**src/design/laser_regs_pkg.sv**
```systemverilog
// Package: register map, field layouts and types of the laser current register bank
package laser_regs_pkg;

  localparam int unsigned CMD_W   = 8;
  localparam int unsigned REG_W   = 16;
  localparam int unsigned CONV_W  = 10;
  localparam int unsigned LIMIT_W = 7;
  localparam int unsigned LIMIT_SHIFT = 3;

  // Command codes
  localparam logic [7:0] CMD_SRC_SETTING = 8'h01;
  localparam logic [7:0] CMD_MOD_SETTING = 8'h02;
  localparam logic [7:0] CMD_PWR_LIMIT   = 8'h03;
  localparam logic [7:0] CMD_MOD_READING = 8'h06;
  localparam logic [7:0] CMD_SRC_READING = 8'h07;

  // Reset values
  localparam logic [9:0] CONV_RST  = 10'h000;
  localparam logic [9:0] SET_RST   = 10'h000;
  localparam logic [6:0] LIMIT_RST = 7'h00;
  localparam logic [15:0] READ_ZERO = 16'h0000;

  // Word and field types for explicit extension and truncation
  typedef logic [REG_W-1:0]   reg_word_t;
  typedef logic [CONV_W-1:0]  field_t;
  typedef logic [LIMIT_W-1:0] limit_t;

  // Host access request
  typedef struct packed {
    logic             wr;
    logic             rd;
    logic [7:0]       cmd;
    logic [15:0]      wdata;
  } host_req_t;

  // Converter results
  typedef struct packed {
    logic             mod_valid;
    logic [9:0]       mod_code;
    logic             src_valid;
    logic [9:0]       src_code;
    logic             mon_valid;
    logic [9:0]       mon_code;
  } conv_in_t;

endpackage : laser_regs_pkg

```
**src/design/laser_current_adc_dac_regs.sv**
```systemverilog
// Module: laser current reading, setting and power limit register bank
`timescale 1ns/1ps

module laser_current_adc_dac_regs
(
  input  wire logic                        mclk_i,                   // 100 MHz clock
  input  wire logic                        srst_i,                   // Sync reset, active high
  input  wire laser_regs_pkg::host_req_t   req_i,                    // Host register access
  output logic [15:0]                      rdata_o,                  // Read data, registered
  output logic                             rvalid_o,                 // Read data valid pulse
  input  wire logic                        power_controller_enable_i, // Write lock for settings
  input  wire logic                        power_loop_select_i,      // 1 power control, 0 constant current
  input  wire laser_regs_pkg::conv_in_t    conv_i,                   // Converter results
  output logic [9:0]                       source_current_setting_o, // Source DAC drive
  output logic [9:0]                       mod_current_setting_o,    // Modulation DAC drive
  output logic [6:0]                       power_limit_o             // Fault comparator limit
);

  logic [9:0] mod_current_reading_field_q;
  logic [9:0] source_current_reading_field_q;
  logic [9:0] source_current_setting_field_q;
  logic [9:0] mod_current_setting_field_q;
  logic [6:0] limit_q;
  logic [15:0] rdata_d;
  logic        write_ok;
  logic        hit_src_setting;
  logic        hit_mod_setting;
  logic        hit_pwr_limit;
  logic        hit_mod_reading;
  logic        hit_src_reading;

  // ------------------------------------------------------------
  // Converter capture
  // ------------------------------------------------------------
  always_ff @(posedge mclk_i)
  begin
    if (srst_i)
      mod_current_reading_field_q <= laser_regs_pkg::CONV_RST;
    else if (conv_i.mod_valid)
      mod_current_reading_field_q <= conv_i.mod_code;
  end

  always_ff @(posedge mclk_i)
  begin
    if (srst_i)
      source_current_reading_field_q <= laser_regs_pkg::CONV_RST;
    else if (!power_loop_select_i && conv_i.src_valid)
      source_current_reading_field_q <= conv_i.src_code;
    else if (power_loop_select_i && conv_i.mon_valid)
      source_current_reading_field_q <= conv_i.mon_code;
  end

  // Limit follows monitor readings only in power control mode; held otherwise
  always_ff @(posedge mclk_i)
  begin
    if (srst_i)
      limit_q <= laser_regs_pkg::LIMIT_RST;
    else if (power_loop_select_i && conv_i.mon_valid)
      limit_q <= laser_regs_pkg::limit_t'(conv_i.mon_code >> laser_regs_pkg::LIMIT_SHIFT);
  end

  // ------------------------------------------------------------
  // Command decode
  // ------------------------------------------------------------
  // Shared by the write enables and the checks
  assign hit_src_setting = req_i.cmd == laser_regs_pkg::CMD_SRC_SETTING;
  assign hit_mod_setting = req_i.cmd == laser_regs_pkg::CMD_MOD_SETTING;
  assign hit_pwr_limit   = req_i.cmd == laser_regs_pkg::CMD_PWR_LIMIT;
  assign hit_mod_reading = req_i.cmd == laser_regs_pkg::CMD_MOD_READING;
  assign hit_src_reading = req_i.cmd == laser_regs_pkg::CMD_SRC_READING;

  // ------------------------------------------------------------
  // Setting registers
  // ------------------------------------------------------------
  // Writes to read-only codes find no target and fall away here
  assign write_ok = req_i.wr && !power_controller_enable_i;

  always_ff @(posedge mclk_i)
  begin
    if (srst_i)
      source_current_setting_field_q <= laser_regs_pkg::SET_RST;
    else if (write_ok && hit_src_setting)
      source_current_setting_field_q <= laser_regs_pkg::field_t'(req_i.wdata);
  end

  always_ff @(posedge mclk_i)
  begin
    if (srst_i)
      mod_current_setting_field_q <= laser_regs_pkg::SET_RST;
    else if (write_ok && hit_mod_setting)
      mod_current_setting_field_q <= laser_regs_pkg::field_t'(req_i.wdata);
  end

  // ------------------------------------------------------------
  // Read path
  // ------------------------------------------------------------
  always_comb
  begin
    rdata_d = laser_regs_pkg::READ_ZERO;
    case (req_i.cmd)
      laser_regs_pkg::CMD_SRC_SETTING: rdata_d = laser_regs_pkg::reg_word_t'(source_current_setting_field_q);
      laser_regs_pkg::CMD_MOD_SETTING: rdata_d = laser_regs_pkg::reg_word_t'(mod_current_setting_field_q);
      laser_regs_pkg::CMD_PWR_LIMIT:   rdata_d = laser_regs_pkg::reg_word_t'(limit_q);
      laser_regs_pkg::CMD_MOD_READING: rdata_d = laser_regs_pkg::reg_word_t'(mod_current_reading_field_q);
      laser_regs_pkg::CMD_SRC_READING: rdata_d = laser_regs_pkg::reg_word_t'(source_current_reading_field_q);
      default:                         rdata_d = laser_regs_pkg::READ_ZERO;
    endcase
  end

  always_ff @(posedge mclk_i)
  begin
    if (srst_i)
    begin
      rdata_o  <= laser_regs_pkg::READ_ZERO;
      rvalid_o <= 1'b0;
    end
    else
    begin
      rvalid_o <= req_i.rd;
      if (req_i.rd)
        rdata_o <= rdata_d;
    end
  end

  assign source_current_setting_o = source_current_setting_field_q;
  assign mod_current_setting_o    = mod_current_setting_field_q;
  assign power_limit_o            = limit_q;

  // ------------------------------------------------------------
  // Checks
  // ------------------------------------------------------------
  a_locked_src_write: assert property (@(posedge mclk_i) disable iff (srst_i)
    power_controller_enable_i |=> $stable(source_current_setting_field_q))
    else $error("source setting changed while locked");

  a_locked_mod_write: assert property (@(posedge mclk_i) disable iff (srst_i)
    power_controller_enable_i |=> $stable(mod_current_setting_field_q))
    else $error("modulation setting changed while locked");

  a_src_write_lands: assert property (@(posedge mclk_i) disable iff (srst_i)
    (req_i.wr && !power_controller_enable_i && req_i.cmd == laser_regs_pkg::CMD_SRC_SETTING)
    |=> source_current_setting_o == $past(req_i.wdata[9:0]))
    else $error("source setting write lost");

  a_mod_write_lands: assert property (@(posedge mclk_i) disable iff (srst_i)
    (req_i.wr && !power_controller_enable_i && req_i.cmd == laser_regs_pkg::CMD_MOD_SETTING)
    |=> mod_current_setting_o == $past(req_i.wdata[9:0]))
    else $error("modulation setting write lost");

  a_mod_conv_capture: assert property (@(posedge mclk_i) disable iff (srst_i)
    conv_i.mod_valid |=> mod_current_reading_field_q == $past(conv_i.mod_code))
    else $error("modulation reading not captured");

  a_src_conv_capture: assert property (@(posedge mclk_i) disable iff (srst_i)
    (!power_loop_select_i && conv_i.src_valid) |=> source_current_reading_field_q == $past(conv_i.src_code))
    else $error("source reading not captured");

  a_mon_conv_capture: assert property (@(posedge mclk_i) disable iff (srst_i)
    (power_loop_select_i && conv_i.mon_valid) |=> source_current_reading_field_q == $past(conv_i.mon_code))
    else $error("monitor reading not captured");

  a_limit_tracks_mon: assert property (@(posedge mclk_i) disable iff (srst_i)
    (power_loop_select_i && conv_i.mon_valid) |=> {power_limit_o, 3'h0} == ($past(conv_i.mon_code) & 10'h3f8))
    else $error("power limit not tracking monitor");

  a_reserved_zero: assert property (@(posedge mclk_i) disable iff (srst_i)
    rvalid_o && $past(req_i.cmd) != laser_regs_pkg::CMD_PWR_LIMIT |-> rdata_o[15:10] == 6'h00)
    else $error("reserved bits not zero");

  a_read_one_cycle: assert property (@(posedge mclk_i) disable iff (srst_i)
    (req_i.rd && req_i.cmd == laser_regs_pkg::CMD_PWR_LIMIT) |=> rvalid_o && rdata_o == {9'h000, $past(limit_q)})
    else $error("power limit read wrong");

  // ------------------------------------------------------------
  // Reset values
  // ------------------------------------------------------------
  // Reset wins over any capture or write in the same cycle
  a_reset_clears: assert property (@(posedge mclk_i)
    srst_i
    |=> mod_current_reading_field_q == laser_regs_pkg::CONV_RST
        && source_current_reading_field_q == laser_regs_pkg::CONV_RST)
    else $error("readings not cleared by reset");

  a_reset_settings: assert property (@(posedge mclk_i)
    srst_i
    |=> source_current_setting_o == laser_regs_pkg::SET_RST
        && mod_current_setting_o == laser_regs_pkg::SET_RST)
    else $error("settings not cleared by reset");

  a_reset_limit: assert property (@(posedge mclk_i)
    srst_i
    |=> power_limit_o == laser_regs_pkg::LIMIT_RST && !rvalid_o
        && rdata_o == laser_regs_pkg::READ_ZERO)
    else $error("limit or read port not cleared by reset");

  // ------------------------------------------------------------
  // Read port
  // ------------------------------------------------------------
  // A read returns the whole word held at its request edge
  a_limit_upper_zero: assert property (@(posedge mclk_i) disable iff (srst_i)
    (rvalid_o && $past(req_i.cmd) == laser_regs_pkg::CMD_PWR_LIMIT)
    |-> rdata_o[laser_regs_pkg::REG_W-1:laser_regs_pkg::LIMIT_W] == '0)
    else $error("limit reserved bits not zero");

  a_unmapped_read_zero: assert property (@(posedge mclk_i) disable iff (srst_i)
    (req_i.rd && !(hit_src_setting || hit_mod_setting || hit_pwr_limit || hit_mod_reading || hit_src_reading))
    |=> rdata_o == laser_regs_pkg::READ_ZERO)
    else $error("unmapped read not zero");

  a_rvalid_follows_rd: assert property (@(posedge mclk_i) disable iff (srst_i)
    req_i.rd
    |=> rvalid_o)
    else $error("read not answered");

  a_rvalid_one_cycle: assert property (@(posedge mclk_i) disable iff (srst_i)
    !req_i.rd
    |=> !rvalid_o)
    else $error("read valid without read");

  a_rdata_holds: assert property (@(posedge mclk_i) disable iff (srst_i)
    !req_i.rd
    |=> $stable(rdata_o))
    else $error("read data moved without read");

  a_src_setting_read: assert property (@(posedge mclk_i) disable iff (srst_i)
    (req_i.rd && hit_src_setting)
    |=> rdata_o == laser_regs_pkg::reg_word_t'($past(source_current_setting_o)))
    else $error("source setting read wrong");

  a_mod_setting_read: assert property (@(posedge mclk_i) disable iff (srst_i)
    (req_i.rd && hit_mod_setting)
    |=> rdata_o == laser_regs_pkg::reg_word_t'($past(mod_current_setting_o)))
    else $error("modulation setting read wrong");

  a_rd_wr_together: assert property (@(posedge mclk_i) disable iff (srst_i)
    (req_i.rd && write_ok && hit_mod_setting)
    |=> rdata_o == laser_regs_pkg::reg_word_t'($past(mod_current_setting_o))
        && mod_current_setting_o == laser_regs_pkg::field_t'($past(req_i.wdata)))
    else $error("read beside write not old value");

  a_mod_reading_read: assert property (@(posedge mclk_i) disable iff (srst_i)
    (req_i.rd && hit_mod_reading)
    |=> rdata_o == laser_regs_pkg::reg_word_t'($past(mod_current_reading_field_q)))
    else $error("modulation reading read torn");

  a_src_reading_read: assert property (@(posedge mclk_i) disable iff (srst_i)
    (req_i.rd && hit_src_reading)
    |=> rdata_o == laser_regs_pkg::reg_word_t'($past(source_current_reading_field_q)))
    else $error("source reading read torn");

  // ------------------------------------------------------------
  // Refused writes and idle cycles
  // ------------------------------------------------------------
  // Without a capture or an accepted write no stored value may move
  a_mod_reading_quiet: assert property (@(posedge mclk_i) disable iff (srst_i)
    !conv_i.mod_valid
    |=> $stable(mod_current_reading_field_q))
    else $error("modulation reading moved without conversion");

  a_src_reading_quiet: assert property (@(posedge mclk_i) disable iff (srst_i)
    (!conv_i.src_valid && !conv_i.mon_valid)
    |=> $stable(source_current_reading_field_q))
    else $error("source reading moved without conversion");

  a_mon_ignored_cc: assert property (@(posedge mclk_i) disable iff (srst_i)
    (!power_loop_select_i && conv_i.mon_valid && !conv_i.src_valid)
    |=> $stable(source_current_reading_field_q))
    else $error("monitor loaded in constant current mode");

  a_src_ignored_apc: assert property (@(posedge mclk_i) disable iff (srst_i)
    (power_loop_select_i && conv_i.src_valid && !conv_i.mon_valid)
    |=> $stable(source_current_reading_field_q))
    else $error("source loaded in power control mode");

  a_limit_not_writable: assert property (@(posedge mclk_i) disable iff (srst_i)
    !(power_loop_select_i && conv_i.mon_valid)
    |=> $stable(limit_q))
    else $error("power limit moved without monitor capture");

  a_limit_cc_held: assert property (@(posedge mclk_i) disable iff (srst_i)
    !power_loop_select_i
    |=> $stable(power_limit_o))
    else $error("power limit moved in constant current mode");

  a_src_setting_quiet: assert property (@(posedge mclk_i) disable iff (srst_i)
    !(write_ok && hit_src_setting)
    |=> $stable(source_current_setting_field_q))
    else $error("source setting moved without accepted write");

  a_mod_setting_quiet: assert property (@(posedge mclk_i) disable iff (srst_i)
    !(write_ok && hit_mod_setting)
    |=> $stable(mod_current_setting_field_q))
    else $error("modulation setting moved without accepted write");

endmodule : laser_current_adc_dac_regs

```
**config.mk**
```make
export PLATFORM = sky130hd
export DESIGN_NAME = laser_current_adc_dac_regs
export DESIGN_NICKNAME = d
export VERILOG_FILES = /design/src/design/laser_regs_pkg.sv /design/src/design/laser_current_adc_dac_regs.sv
export SDC_FILE = /design/constraint.sdc
export NUM_CORES = 1
export LEC_CHECK = 0
export BUFFER_PORTS_ARGS = -buffer_cell sky130_fd_sc_hd__buf_2
export CORE_AREA = 2 2 75 77
export DETAILED_ROUTE_END_ITERATION = 10
export DIE_AREA = 0 0 77 79
export PLACE_DENSITY = 0.8
export SYNTH_ARGS = -nofsm -noshare
export SYNTH_HDL_FRONTEND = slang
export SYNTH_SLANG_ARGS = --single-unit
```
**constraint.sdc**
```tcl
create_clock -name mclk_i -period 2.6 [get_ports mclk_i]
set_input_delay 0.13 -clock mclk_i [delete_from_list [all_inputs] [get_ports mclk_i]]
set_output_delay 0.13 -clock mclk_i [all_outputs]
set_load 0.01 [all_outputs]
```
## After elaboration in Yosys (flattened, before gate mapping)

Cells that the tools add are included.

- Bits in read-only memories: 0
- Memories kept: 0
- Bits of input ports: 63
- Bits in latches: 0
- Logic and storage cells: 23
- Register bits: 64
- Output and inout port bits: 44
- Memory bits (writable): 0

- Reduce and logical (&&, ||, !) cells: 8
- Bitwise operators: 0
- Div/mod/pow operators: 0
- Multipliers: 0
- $lt $le $gt $ge: 0
- Eq/ne operators: 5
- Add/subtract/negate cells: 0
- Multiplexer cells: 3
- Shift-type cells: 0

Operators with widths:

| cell | count |
|---|---|
| 10-bit one-hot mux with 5 select lines | 1 |
| 10-bit two-way mux | 2 |
| 8-bit by 2-bit equality test with 1-bit output, second input constant | 2 |
| 8-bit by 3-bit equality test with 1-bit output, second input constant | 2 |
| 8-bit by 1-bit equality test with 1-bit output, second input constant | 1 |
| 1-bit logical AND | 5 |
| 1-bit logical NOT | 2 |
| 2-bit nonzero test | 1 |

## Logic depth before layout (Yosys ltp)

- Word-level depth: 3
- Gate-level depth with buffers: 6

## Least setup slack after synthesis

Ideal clock, no wire load.

- Path kind: input to register
- Start: in req_i[17] (netlist bit)
- End: reg source_current_setting_field_q[0], in the netlist source_current_setting_o[0]
- Library setup time: 0.128 ns
- Slack: 1.462 ns
- Data arrival time: 1.011 ns
- Path buffers: 2
- Stages: 6
- Path through: buf_2 -> nor4b_2 -> nand4_1 -> buf_4 -> mux2i_1 -> nor2_1

- Word-level cells in the longest chain between the ends: 2

Ends and longest elaborated chain:

| item | RTL line | RTL |
|---|---|---|
| from (decl) | laser_current_adc_dac_regs.sv:8 | `input wire laser_regs_pkg::host_req_t req_i,` |
| 8-bit by 1-bit equality test with 1-bit output | laser_current_adc_dac_regs.sv:66 | `assign hit_src_setting = req_i.cmd == laser_regs_pkg::CMD_SRC_SETTING;` |
| 1-bit logical AND | laser_current_adc_dac_regs.sv:82 | `else if (write_ok && hit_src_setting)` |
| to (signal assigned) | laser_current_adc_dac_regs.sv:81 | `source_current_setting_field_q <= laser_regs_pkg::SET_RST;` |
| to (signal assigned) | laser_current_adc_dac_regs.sv:83 | `source_current_setting_field_q <= laser_regs_pkg::field_t'(req_i.wdata);` |
| to (decl) | laser_current_adc_dac_regs.sv:21 | `logic [9:0] source_current_setting_field_q;` |

No other way between the ends.
A chain may end at the register's enable or synchronous reset.

## Worst setup path in the final report

- Start: in req_i[16] (netlist bit)
- End: reg mod_current_setting_field_q[6], in the netlist mod_current_setting_o[6]

- Word-level cells in the longest chain between the ends: 2

Ends and longest elaborated chain:

| item | RTL line | RTL |
|---|---|---|
| 8-bit by 2-bit equality test with 1-bit output | laser_current_adc_dac_regs.sv:67 | `assign hit_mod_setting = req_i.cmd == laser_regs_pkg::CMD_MOD_SETTING;` |
| 1-bit logical AND | laser_current_adc_dac_regs.sv:90 | `else if (write_ok && hit_mod_setting)` |
| to (signal assigned) | laser_current_adc_dac_regs.sv:89 | `mod_current_setting_field_q <= laser_regs_pkg::SET_RST;` |
| to (signal assigned) | laser_current_adc_dac_regs.sv:91 | `mod_current_setting_field_q <= laser_regs_pkg::field_t'(req_i.wdata);` |
| to (decl) | laser_current_adc_dac_regs.sv:22 | `logic [9:0] mod_current_setting_field_q;` |

No other way between the ends.

==> results.json <==
{
  "status": "completed",
  "clkLatencyLatePin_ns": 0.32,
  "viasPerCell": 5.158,
  "async_flop_share_pct": 0,
  "std_cell_rows": 27,
  "synth_warnings": 0,
  "yosysTopAreaCell": "dfxtp_1",
  "synth_area_leaders": "dfxtp_1 44%, mux2i_1 15%, nor2_1 6.2%, nand2_1 5.5%, a22oi_2 3.3%",
  "cts_buffer_depth": 2,
  "setup_viol": 0,
  "hold_class": "primary input to register",
  "post_dp_cell_area_sq_mm": 0.003104,
  "n_fill_cell": 489,
  "core_sq_mm": 0.005338,
  "grt_pass1_wl_mm": 10.34,
  "grt_setup_unrepaired": "false",
  "power.density_mw_per_mm2": 577.5,
  "setup_tns_ns": 0,
  "totalWireLength_mm": 6.254,
  "cts_resized": 0,
  "syn2layout_area_growth_pct": 23.36,
  "p_leak_nw": 1.594,
  "syn_inst": 287,
  "fin_worst_skew_ns": 0.004368,
  "fin_nets": 437,
  "r2r_cells": 4,
  "tightest_slew_ns": 0.5129,
  "period_minus_slack_ns": 1.336,
  "grt_overflow": 0,
  "dr.pass1.iters": 4,
  "cp_slowest_cell": "nor4b_1",
  "critPathRequiredTime_ns": 2.80,
  "r2r_slack_ns": 1.49,
  "antenna_found_initial": 0,
  "worstPathMaxFanout": 21,
  "synth_ff_type": "dfxtp_1",
  "ys_seq_area_share_pct": 43.71,
  "syn_area_per_cell_sq_um": 9.255,
  "design_area_sq_mm": 0.003277,
  "ys_types": 34,
  "rr_endpoint": "rdata_o[1]$_SDFFE_PP0P_",
  "track_usage_pct": 21.46,
  "drive_gt1_share_pct": 33.95,
  "antenna_cells": 0,
  "drc": 0,
  "holdPathStages": 3,
  "synth_edf_count": 0,
  "critPathLaunchType": "primary input",
  "cts-root-buf": "clkbuf_8",
  "tritoncts": "done",
  "total_power_w": 0.001892,
  "preCtsSetupSlack_ns": 0.9625,
  "slew_viol_final": 0,
  "maxSlewHeadroom_pct": 65.73,
  "post_drt_wl_per_cell_microns": 13.93,
  "peakVddDrop_uv": 399.5,
  "endpoint": "mod_current_setting_o[6]$_SDFFE_PP0P_",
  "grt_pass1_vias": 2182,
  "die_h_microns": 79,
  "die_w_microns": 77,
  "portBuffers": 94,
  "netlist_area_sq_mm": 0.002656,
  "hpwl_mm": 4.664,
  "gp_congestion": 0.8533,
  "cp-startpoint": "req_i[16]",
  "crit-reg2reg-launch": "power_limit_o[1]$_SDFFE_PP0P_",
  "grt_max_degree": 46,
  "critPathArrivalTime_ns": 1.53,
  "hold_viol": 0,
  "path_class": "primary input to register",
  "clock_sinks": 58,
  "clk_pin_slew_ns": 0.06,
  "drt_iter0_markers": 118,
  "ios": 107,
  "crit_path_end_kind": "register",
  "hold_buffers": 0,
  "clock.fmax_ghz": 0.7484,
  "ys_seq_elements": 58,
  "fin_ws_ns": 1.264,
  "initial_utilization_pct": 49.77,
  "cap_viol_max_count": 0,
  "finalCritPeriodShare_pct": 51.39,
  "dieArea_sq_mm": 0.006083,
  "vias": 2316,
  "cpPeakStageDelay_ns": 0.35,
  "cts.htree.levels": 3,
  "crit_chain": "buf_2 > nor4b_1 > nand4_1 > buf_4 > mux2i_1 > nor2_1",
  "cts_buffers": 9,
  "synth_top_cell_area_share_pct": 43.71,
  "final_antenna_net_count": 0,
  "cts_setup_buffers": 0
}
kinds of logic after synthesis:
| family | synth area share [%] |
|---|---|
| muxes | 15.07 |
| AOI/OAI and AO/OA | 14.74 |
| other | 0.1412 |
| and+or+nand+nor | 19.83 |
| DFF | 43.71 |
| buffers and inverters | 6.500 |
power breakdown:
group          total, W  internal [W]  switching, W
clock network  0.000750      0.000427      0.000323
logic          0.000205     0.0000884      0.000116
registers      0.000938      0.000919     0.0000189
synthesized netlist by cell type (all sizes together), types with 3 or more instances:
cell type,number
a21oi,7
a22o,7
a22oi,10
a311oi,3
a31oi,7
buf,19
clkbuf,7
dfxtp,58
inv,5
mux2i,40
nand2,39
nand3b,4
nor2,44
nor2b,4
nor3,7
o211ai,4
o21ai,3
o221ai,3
o22a,3
routing by layer:
layer / part of all wire (%) / track usage [%]
met1: 46 / 27.92
met2: 43 / 32.81
met3: 8.7 / 5.682
met4: 2.7 / 11.25
met5: 0 / 0
worst min path at each step:
stage                from                                           to  slack (ns)
4_1_cts        conv_i[24]  mod_current_reading_field_q[2]$_SDFFE_PP0P_        0.04
2_1_floorplan      srst_i                          rvalid_o$_SDFF_PP0_        0.21
3_5_place_dp   conv_i[26]  mod_current_reading_field_q[4]$_SDFFE_PP0P_        0.37
5_1_grt        conv_i[25]  mod_current_reading_field_q[3]$_SDFFE_PP0P_        0.05
3_3_place_gp   conv_i[26]  mod_current_reading_field_q[4]$_SDFFE_PP0P_        0.37
6_report       conv_i[31]  mod_current_reading_field_q[9]$_SDFFE_PP0P_        0.05
cells in the final DEF (no fill, tap or decap), types with 4 or more instances in the layout:
cell / synthesis / routed
buf_2: 6 / 94
a22oi_2: 7 / 7
nand2_1: 39 / 39
nor3_2: 7 / 7
dfxtp_1: 58 / 58
a21oi_1: 7 / 7
a22o_1: 7 / 7
a31oi_1: 7 / 7
o211ai_1: 4 / 4
clkbuf_8: 0 / 9
nor2_1: 44 / 44
nand3b_1: 4 / 4
inv_1: 5 / 5
conb_1: 1 / 6
nor2b_1: 4 / 4
mux2i_1: 40 / 40
final cells by class:
type | instances | area [sq um] | area share, %
clock buffer | 10 | 127.6 | 3.895
clock inverter | 4 | 45.04 | 1.375
timing repair buffer | 97 | 493.0 | 15.04
inverter | 5 | 18.77 | 0.5727
tap | 72 | 90.09 | 2.749
sequential | 58 | 1161 | 35.43
multi-input combinational | 203 | 1341 | 40.93
registers in the layout, summed over array words and instances, names as in the netlist:
signal	count
mod_current_reading_field_q	10
mod_current_setting_o	10
power_limit_o	7
rdata_o	10
rvalid_o	1
source_current_reading_field_q	10
source_current_setting_o	10
stage by stage:
stage / utilization, % / hold WS, ns / instances
final: 61.39 / 0.04522 / 449
after global routing: 61.39 / 0.05003 / 449
after floorplan: - / 0.2081 / 292
after global placement: 58.16 / 0.3704 / 435
after detailed placement: 58.16 / 0.3742 / 435
after CTS: 61.39 / 0.03640 / 449
critical path: cells and delay by family:
| kind | cells | cell delay (ns) |
|---|---|---|
| simple gates | 3 | 0.70 |
| mux | 1 | 0.17 |
| buf+inv | 2 | 0.54 |
Power figures use the tool's default switching activity.
